==> src/core/tba_consts.vh <==
/*
  Constants for the 16-bit timer byte-access front end.
  Assumes inclusion by bare name from design files under core/.
*/
`ifndef TBA_CONSTS_VH
`define TBA_CONSTS_VH

// Byte address selects on the 8-bit processor bus.
`define TBA_ADDR_CNT_LO 3'h0
`define TBA_ADDR_CNT_HI 3'h1
`define TBA_ADDR_CAP_LO 3'h2
`define TBA_ADDR_CAP_HI 3'h3
`define TBA_ADDR_CTRL_A 3'h4
`define TBA_ADDR_CTRL_B 3'h5
`define TBA_ADDR_FLAG 3'h6
`define TBA_ADDR_MASK 3'h7

// Reset values.
`define TBA_ZERO8 8'h00
`define TBA_ZERO16 16'h0000
`define TBA_ZERO2 2'h0

// Counter end values.
`define TBA_BOTTOM 16'h0000
`define TBA_MAX 16'hffff
`define TBA_TOP_8BIT 16'h00ff
`define TBA_TOP_9BIT 16'h01ff
`define TBA_TOP_10BIT 16'h03ff

// Top select codes.
`define TBA_TOPSEL_MAX 3'h0
`define TBA_TOPSEL_8BIT 3'h1
`define TBA_TOPSEL_9BIT 3'h2
`define TBA_TOPSEL_10BIT 3'h3
`define TBA_TOPSEL_CAP 3'h4

// Clock select codes.
`define TBA_CS_NONE 3'h0
`define TBA_CS_EXT_FALL 3'h6
`define TBA_CS_EXT_RISE 3'h7

// Flag bit positions: overflow and capture.
`define TBA_FLAG_OVF 0
`define TBA_FLAG_CAP 1

// Noise filter length in samples.
`define TBA_FILT_LEN 4
`define TBA_FILT_ONES 4'hf
`define TBA_FILT_ZEROS 4'h0

`endif

==> src/core/tba_timer16.v <==
/*
  Byte-access front end of a reduced 16-bit timer with input capture.
  Assumes a processor on an 8-bit bus, one access per enabled cycle, and
  synchronous inputs; prescaled internal ticks arrive on INT_TICK.
*/
// Function
// RULE1 - 16-bit counter and capture, byte accessed
// RULE2 - One shared high-byte holding register
// RULE3 - Low-byte write loads full 16 bits; the capture low write loads only while TOP_SEL selects capture as top
// RULE4 - Low-byte read copies high into holding
// RULE5 - Write high first, read low first
// RULE6 - Software blocks interrupts across byte pair
// RULE7 - Control registers accessed directly, single byte
// RULE8 - Flags gated to processor by masks
// RULE9 - Clock select makes tick, idle if none
// RULE10 - Capture counter on edge, optional filter; no capture is taken while TOP_SEL selects capture as top
// RULE11 - Bottom at 0x0000, max at 0xFFFF
// RULE12 - Top is fixed value or capture
// RULE13 - Holding reuse allowed for same high byte
// RULE14 - Processor write beats counter clear/increment
// RULE15 - Capture flag set with capture copy
// RULE16 - Holding resets zero, limited update sources
`timescale 1ns/100ps
`default_nettype none
`include "tba_consts.vh"

module tba_timer16 (
  // Clock, reset, enable.
  input wire CLK_SYS,
  input wire RST,
  input wire CE,
  // Processor byte bus.
  input wire [2:0] ADDR,
  input wire WR_EN,
  input wire RD_EN,
  input wire [7:0] WR_DATA,
  output reg [7:0] RD_DATA,
  // Timing configuration.
  input wire [2:0] CLK_SEL,
  input wire INT_TICK,
  input wire [2:0] TOP_SEL,
  input wire FILTER_EN,
  input wire CAPTURE_RISE,
  // Pins.
  input wire EXT_COUNT_PIN,
  input wire CAPTURE_PIN,
  // Status.
  output wire TIMER_TICK,
  output wire AT_BOTTOM,
  output wire AT_MAX,
  output wire AT_TOP,
  output wire [1:0] IRQ
);

  reg [15:0] timer_count_value; // Live counter.
  reg [15:0] capture_value_reg; // Captured or top value.
  reg [7:0] hold_hi; // Shared high-byte holding register.
  reg [7:0] timer_ctrl_a; // Plain control byte A.
  reg [7:0] timer_ctrl_b; // Plain control byte B.
  reg [1:0] timer_flag_reg; // Sticky flags.
  reg [1:0] timer_mask_reg; // Interrupt masks.
  reg ext_prev; // Last sample of the count pin.
  reg [3:0] filt_shift; // Capture pin sample history.
  reg cap_level; // Filtered capture level.
  reg cap_prev; // Previous capture level for edge detect.
  reg [15:0] top_value; // Selected top.
  // Decoded write strobes and pin events.
  wire cnt_lo_wr;
  wire cap_lo_wr;
  wire cap_in;
  wire cap_event;
  wire ovf_event;
  wire ext_edge;

  // Low-byte writes are the only strobes that load a full 16-bit register.
  assign cnt_lo_wr = WR_EN && (ADDR == `TBA_ADDR_CNT_LO);
  assign cap_lo_wr = WR_EN && (ADDR == `TBA_ADDR_CAP_LO);

  // Top selection; unknown codes fall back to max.
  always @* begin
    case (TOP_SEL)
      `TBA_TOPSEL_8BIT: top_value = `TBA_TOP_8BIT; // see RULE12
      `TBA_TOPSEL_9BIT: top_value = `TBA_TOP_9BIT;
      `TBA_TOPSEL_10BIT: top_value = `TBA_TOP_10BIT;
      `TBA_TOPSEL_CAP: top_value = capture_value_reg;
      default: top_value = `TBA_MAX;
    endcase
  end

  assign AT_BOTTOM = (timer_count_value == `TBA_BOTTOM); // see RULE11
  assign AT_MAX = (timer_count_value == `TBA_MAX); // see RULE11
  assign AT_TOP = (timer_count_value == top_value); // see RULE12

  // External edges come from the registered previous sample, so the pin is
  // assumed already synchronous; a pulse shorter than a cycle may be lost.
  assign ext_edge = (CLK_SEL == `TBA_CS_EXT_RISE) ? (EXT_COUNT_PIN && !ext_prev) :
                    (!EXT_COUNT_PIN && ext_prev);
  // Idle when no source chosen; codes 1..5 take the internal tick.
  assign TIMER_TICK = CE && ((CLK_SEL == `TBA_CS_NONE) ? 1'b0 :
                      (CLK_SEL >= `TBA_CS_EXT_FALL) ? ext_edge : INT_TICK); // see RULE9

  // Filter adds latency of its length plus one cycle but rejects spikes.
  assign cap_in = FILTER_EN ? cap_level : CAPTURE_PIN; // see RULE10
  assign cap_event = CE && (CAPTURE_RISE ? (cap_in && !cap_prev) : (!cap_in && cap_prev));
  // A counter write in the same cycle replaces the wrap, so no overflow is flagged.
  assign ovf_event = TIMER_TICK && AT_TOP && !cnt_lo_wr;

  assign IRQ = timer_flag_reg & timer_mask_reg; // see RULE8

  // Pin sampling and filter history.
  always @(posedge CLK_SYS) begin
    if (RST) begin
      // Edge history starts at the pins' present levels, so a pin that idles
      // high gives no false count or capture edge on the first cycle after reset.
      ext_prev <= EXT_COUNT_PIN;
      filt_shift <= {`TBA_FILT_LEN{CAPTURE_PIN}};
      cap_level <= CAPTURE_PIN;
      cap_prev <= CAPTURE_PIN;
    end else if (CE) begin
      ext_prev <= EXT_COUNT_PIN;
      filt_shift <= {filt_shift[`TBA_FILT_LEN-2:0], CAPTURE_PIN};
      // Level changes only after a run of equal samples.
      if (filt_shift == `TBA_FILT_ONES) begin
        cap_level <= 1'b1; // see RULE10
      end else if (filt_shift == `TBA_FILT_ZEROS) begin
        cap_level <= 1'b0;
      end
      cap_prev <= cap_in;
    end
  end

  // Counter: processor low-byte write wins over counting.
  always @(posedge CLK_SYS) begin
    if (RST) begin
      timer_count_value <= `TBA_ZERO16;
    end else if (CE) begin
      if (cnt_lo_wr) begin
        timer_count_value <= {hold_hi, WR_DATA}; // see RULE3, see RULE14
      end else if (TIMER_TICK) begin
        if (AT_TOP) begin
          timer_count_value <= `TBA_ZERO16; // see RULE12
        end else begin
          timer_count_value <= timer_count_value + 16'h0001;
        end
      end
    end
  end

  // Capture register: software write allowed only in capture-top mode.
  always @(posedge CLK_SYS) begin
    if (RST) begin
      capture_value_reg <= `TBA_ZERO16;
    end else if (CE) begin
      if (cap_lo_wr && (TOP_SEL == `TBA_TOPSEL_CAP)) begin
        capture_value_reg <= {hold_hi, WR_DATA}; // see RULE3
      end else if (cap_event && (TOP_SEL != `TBA_TOPSEL_CAP)) begin
        capture_value_reg <= timer_count_value; // see RULE10
      end
    end
  end

  // Holding register: high writes and low reads only.
  always @(posedge CLK_SYS) begin
    if (RST) begin
      hold_hi <= `TBA_ZERO8; // see RULE16
    end else if (CE) begin
      if (WR_EN && ((ADDR == `TBA_ADDR_CNT_HI) || (ADDR == `TBA_ADDR_CAP_HI))) begin
        hold_hi <= WR_DATA; // see RULE2, see RULE16
      end else if (RD_EN && (ADDR == `TBA_ADDR_CNT_LO)) begin
        hold_hi <= timer_count_value[15:8]; // see RULE4
      end else if (RD_EN && (ADDR == `TBA_ADDR_CAP_LO)) begin
        hold_hi <= capture_value_reg[15:8]; // see RULE4
      end
    end
  end

  // Direct byte registers and sticky flags; set beats write-one clear.
  always @(posedge CLK_SYS) begin
    if (RST) begin
      timer_ctrl_a <= `TBA_ZERO8;
      timer_ctrl_b <= `TBA_ZERO8;
      timer_flag_reg <= `TBA_ZERO2;
      timer_mask_reg <= `TBA_ZERO2;
    end else if (CE) begin
      if (WR_EN && (ADDR == `TBA_ADDR_CTRL_A)) begin
        timer_ctrl_a <= WR_DATA; // see RULE7
      end
      if (WR_EN && (ADDR == `TBA_ADDR_CTRL_B)) begin
        timer_ctrl_b <= WR_DATA; // see RULE7
      end
      if (WR_EN && (ADDR == `TBA_ADDR_MASK)) begin
        timer_mask_reg <= WR_DATA[1:0];
      end
      timer_flag_reg[`TBA_FLAG_OVF] <= ovf_event ||
        (timer_flag_reg[`TBA_FLAG_OVF] &&
         !(WR_EN && (ADDR == `TBA_ADDR_FLAG) && WR_DATA[`TBA_FLAG_OVF]));
      timer_flag_reg[`TBA_FLAG_CAP] <= (cap_event && (TOP_SEL != `TBA_TOPSEL_CAP)) ||
        (timer_flag_reg[`TBA_FLAG_CAP] &&
         !(WR_EN && (ADDR == `TBA_ADDR_FLAG) && WR_DATA[`TBA_FLAG_CAP])); // see RULE15
    end
  end

  // Read data registered one cycle after RD_EN.
  always @(posedge CLK_SYS) begin
    if (RST) begin
      RD_DATA <= `TBA_ZERO8;
    end else if (CE && RD_EN) begin
      case (ADDR)
        `TBA_ADDR_CNT_LO: RD_DATA <= timer_count_value[7:0]; // see RULE1
        `TBA_ADDR_CAP_LO: RD_DATA <= capture_value_reg[7:0];
        `TBA_ADDR_CNT_HI: RD_DATA <= hold_hi; // see RULE4
        `TBA_ADDR_CAP_HI: RD_DATA <= hold_hi;
        `TBA_ADDR_CTRL_A: RD_DATA <= timer_ctrl_a;
        `TBA_ADDR_CTRL_B: RD_DATA <= timer_ctrl_b;
        `TBA_ADDR_FLAG: RD_DATA <= {6'h00, timer_flag_reg};
        `TBA_ADDR_MASK: RD_DATA <= {6'h00, timer_mask_reg};
        default: RD_DATA <= `TBA_ZERO8;
      endcase
    end
  end

endmodule // tba_timer16
`default_nettype wire

==> config.mk <==
export PLATFORM = sky130hd
export DESIGN_NAME = tba_timer16
export DESIGN_NICKNAME = d
export VERILOG_FILES = /design/src/core/tba_timer16.v
export VERILOG_INCLUDE_DIRS = /design/src /design/src/core
export SDC_FILE = /design/constraint.sdc
export NUM_CORES = 1
export LEC_CHECK = 0
export BUFFER_PORTS_ARGS = -buffer_cell sky130_fd_sc_hd__buf_2
export CELL_PAD_IN_SITES_DETAIL_PLACEMENT = 1
export CELL_PAD_IN_SITES_GLOBAL_PLACEMENT = 1
export CORE_MARGIN = 8
export CORE_UTILIZATION = 41
export CTS_CLUSTER_SIZE = 24
export DETAILED_ROUTE_END_ITERATION = 7
export PLACE_DENSITY = 0.8
export SYNTH_ARGS = -nofsm -noshare
export SYNTH_HDL_FRONTEND = slang
export SYNTH_SLANG_ARGS = --single-unit
==> constraint.sdc <==
create_clock -name CLK_SYS -period 5.5 [get_ports CLK_SYS]
set_clock_uncertainty 0.2 [all_clocks]
set_input_delay 0.825 -clock CLK_SYS [delete_from_list [all_inputs] [get_ports CLK_SYS]]
set_output_delay 0.825 -clock CLK_SYS [all_outputs]
set_load 0.01 [all_outputs]
==> impl_metrics.ini <==
[placement]
dpl.hpwl_um = 12300
pre_cts_ws_ns = 1.40
port_buffers = 40
gp_congestion = 0.935

[synth]
syn_avg_cell_area_um2 = 7.66
synthFlopType = dfxtp_1
asyncSetResetFlopFracSynth = 0
synth_cell_type_count = 67
ys_warn_count = 0
synth_edf_count = 7
synth_seq_cells = 75
yosysSeqAreaShare = 0.327
synth_cells = 627
yosys.area.top_type_share = 0.283
synth_top_cell_by_area = dfxtp_1
synth_area_um2 = 4800
netlist_top_cells_area = dfxtp_1 28%, mux2i_1 7.7%, nand2_1 7.7%, nor2_1 5.2%, a21oi_1 4.8%
syn_nets = 656

[power_and_ir_drop]
total_power_mw = 1.64
power_frac_comb = 0.147
sw_frac_of_total = 0.290
p_leak_nw = 1.86
powerDensity_nw_per_um2 = 306
peakVddDrop_mv = 0.170
clockPowerShare = 0.464
pwr-share-seq = 0.389
p_sw_mw = 0.476
p_int_mw = 1.17

[final_layout]
synthToLayoutAreaGrowth_pct = 11.7
multi_input_area_um2 = 2940
num_antenna_cells = 0
fillers = 1426
drive_above_1_share = 0.139
seqCellArea_um2 = 1570
nNetsFinal = 658

[global_route]
top_usage_layer = met2
grt_pass1_wl_um = 28500
grt_pass1_vias = 5065
overflow = 0
use_met1 = 0.286
met3_usage = 0.0481
grtUsageMet2 = 0.368
grt_usage = 0.228
grt_max_degree = 74
antenna_found_initial = 0

[setup_path]
rrSetupSlack_ns = 2.66
path_max_fanout = 16
cp-end-kind = primary output
ff2ff_path_depth = 7
startpoint_type = input port
timing.rr.end = capture_value_reg[15]
crit_required_ns = 4.47
r2r-start = cap_level
critPathKind = in2out
worst_ep_arrival_time_ns = 2.78

[drt]
antenna_left = 0
wl_per_cell_um = 22.9
drt_first_pass_iters = 5
drtIter0Drc = 364
finalWirelength_um = 17800
via_count = 4916
drc = 0
via_per_inst = 6.33

[clocking]
cts-root-buf = clkbuf_16
insertion_delay_ns = 0.36
clk_pin_slew_ns = 0.06
ctsHoldBuffers = 0
post_cts_buffers = 0
cts_made_buffers = 9
clk_path_buf_depth = 2
clock-sinks = 75
cts_resized = 0
cts_tree = yes
cts_max_level = 3

[die]
rows = 39
die_h_um = 124
die_x_um = 124
die_area_um2 = 15400
start_util = 0.421
io_pins = 41
coreArea_um2 = 11400

[run]
max-cap-violations = 0

[timing]
relSlewSlack = 0.275
max_freq_mhz = 263
max_slew.worst_pin.slew_ns = 1.09
period_needed_ns = 3.81
setup_slack_ns = 1.69
fin_setup_tns_ns = 0
setup_viol = 0
hold_viol = 0
finalCritPeriodShare = 0.692
slew_viol_final = 0
rsz0062_at_grt = false

[run_status]
status = finished, final reports clean

[min_path]
hold_depth = 2
whs_endpoint = RD_DATA[7]
hp-class = reg2reg
hp-start = RD_DATA[7]
==> layout make-up <==
cell class,count,area share
timing repair buffer,47,0.0471
clock inverter,7,0.0275
inverter,12,0.00840
sequential,75,0.293
clock buffer,9,0.0420
multi-input combinational,484,0.549
tap,143,0.0333
==> power by group through the flow <==
stage	clock network, mW	registers [mW]	logic, mW
after CTS	0.769	0.637	0.239
after global routing	0.791	0.642	0.265
after global placement	0	0.646	0.224
after detailed placement	0	0.649	0.236
final	0.762	0.639	0.241
after floorplan	0	0.609	0.188
==> cells by family (layout without fill, tap and decap cells) <==
family / Yosys count / count (layout) / share of synthesized area
muxes: 38 / 38 / 0.0794
buffers and inverters: 68 / 75 / 0.0602
xor gates and xnor gates: 9 / 9 / 0.0164
and+or+nand+nor: 266 / 266 / 0.272
adders and majority gates: 2 / 2 / 0.00521
AOI/OAI and AO/OA: 169 / 169 / 0.240
DFF: 75 / 75 / 0.327
==> cells in the mapped netlist (6+ instances only) <==
cell type,count
o211ai_1,8
edfxtp_1,7
o22ai_1,6
mux2i_1,37
or3_1,6
nand4_1,6
a21oi_1,46
buf_2,6
and2_1,11
nand3b_1,7
o221ai_1,7
o21ai_0,18
clkbuf_1,44
nor3_1,9
a22o_1,6
xor2_1,6
nand2_1,98
or2_2,6
a311oi_1,18
nor2_1,66
nand3_1,16
a21oi_2,8
inv_1,10
a31oi_1,12
dfxtp_1,68
nor4_1,7
==> metal layers <==
| metal | up-vias | wire, um |
|---|---|---|
| met3 | 42 | 1060 |
| met1 | 2413 | 7810 |
| met2 | 183 | 8340 |
| li1 | 2278 | - |
| met4 | 0 | 561 |
| met5 | - | 0 |
==> worst max-delay path by stage <==
stage | startpoint | end | slack [ns]
2_1_floorplan | TOP_SEL[0] | AT_TOP | 1.93
3_3_place_gp | TOP_SEL[0] | capture_value_reg[8] | 1.55
3_5_place_dp | TOP_SEL[0] | capture_value_reg[9] | 1.40
4_1_cts | TOP_SEL[0] | AT_TOP | 1.70
5_1_grt | TOP_SEL[0] | AT_TOP | 1.54
6_report | TOP_SEL[0] | AT_TOP | 1.69
==> critical path, stage by stage <==
cell and delay (ns):
buf_2 0.16, or3b_1 0.65, nor4_1 0.36, a31oi_1 0.10, a22oi_1 0.22, nand2_1 0.08
nor3_1 0.21, buf_2 0.17
==> cell usage in the layout, fill, tap and decap left out, types with 11 or more instances in the layout <==
cell | netlist | layout
nor2_1 | 66 | 66
and2_1 | 11 | 11
buf_2 | 6 | 40
a31oi_1 | 12 | 12
a311oi_1 | 18 | 18
dfxtp_1 | 68 | 68
mux2i_1 | 37 | 37
nand3_1 | 16 | 16
o21ai_0 | 18 | 18
a21oi_1 | 46 | 46
nand2_1 | 98 | 98
==> through the flow <==
step | instance area [um^2] | utilization | cells | hold slack, ns
5_1_grt | 5370 | 0.470 | 777 | 0.287
4_1_cts | 5370 | 0.470 | 777 | 0.257
3_3_place_gp | 4990 | 0.437 | 761 | 0.241
3_5_place_dp | 4990 | 0.437 | 761 | 0.245
6_report | 5370 | 0.470 | 777 | 0.256
2_1_floorplan | 4800 | - | 627 | 0.240
Power figures use the tool's default switching activity.
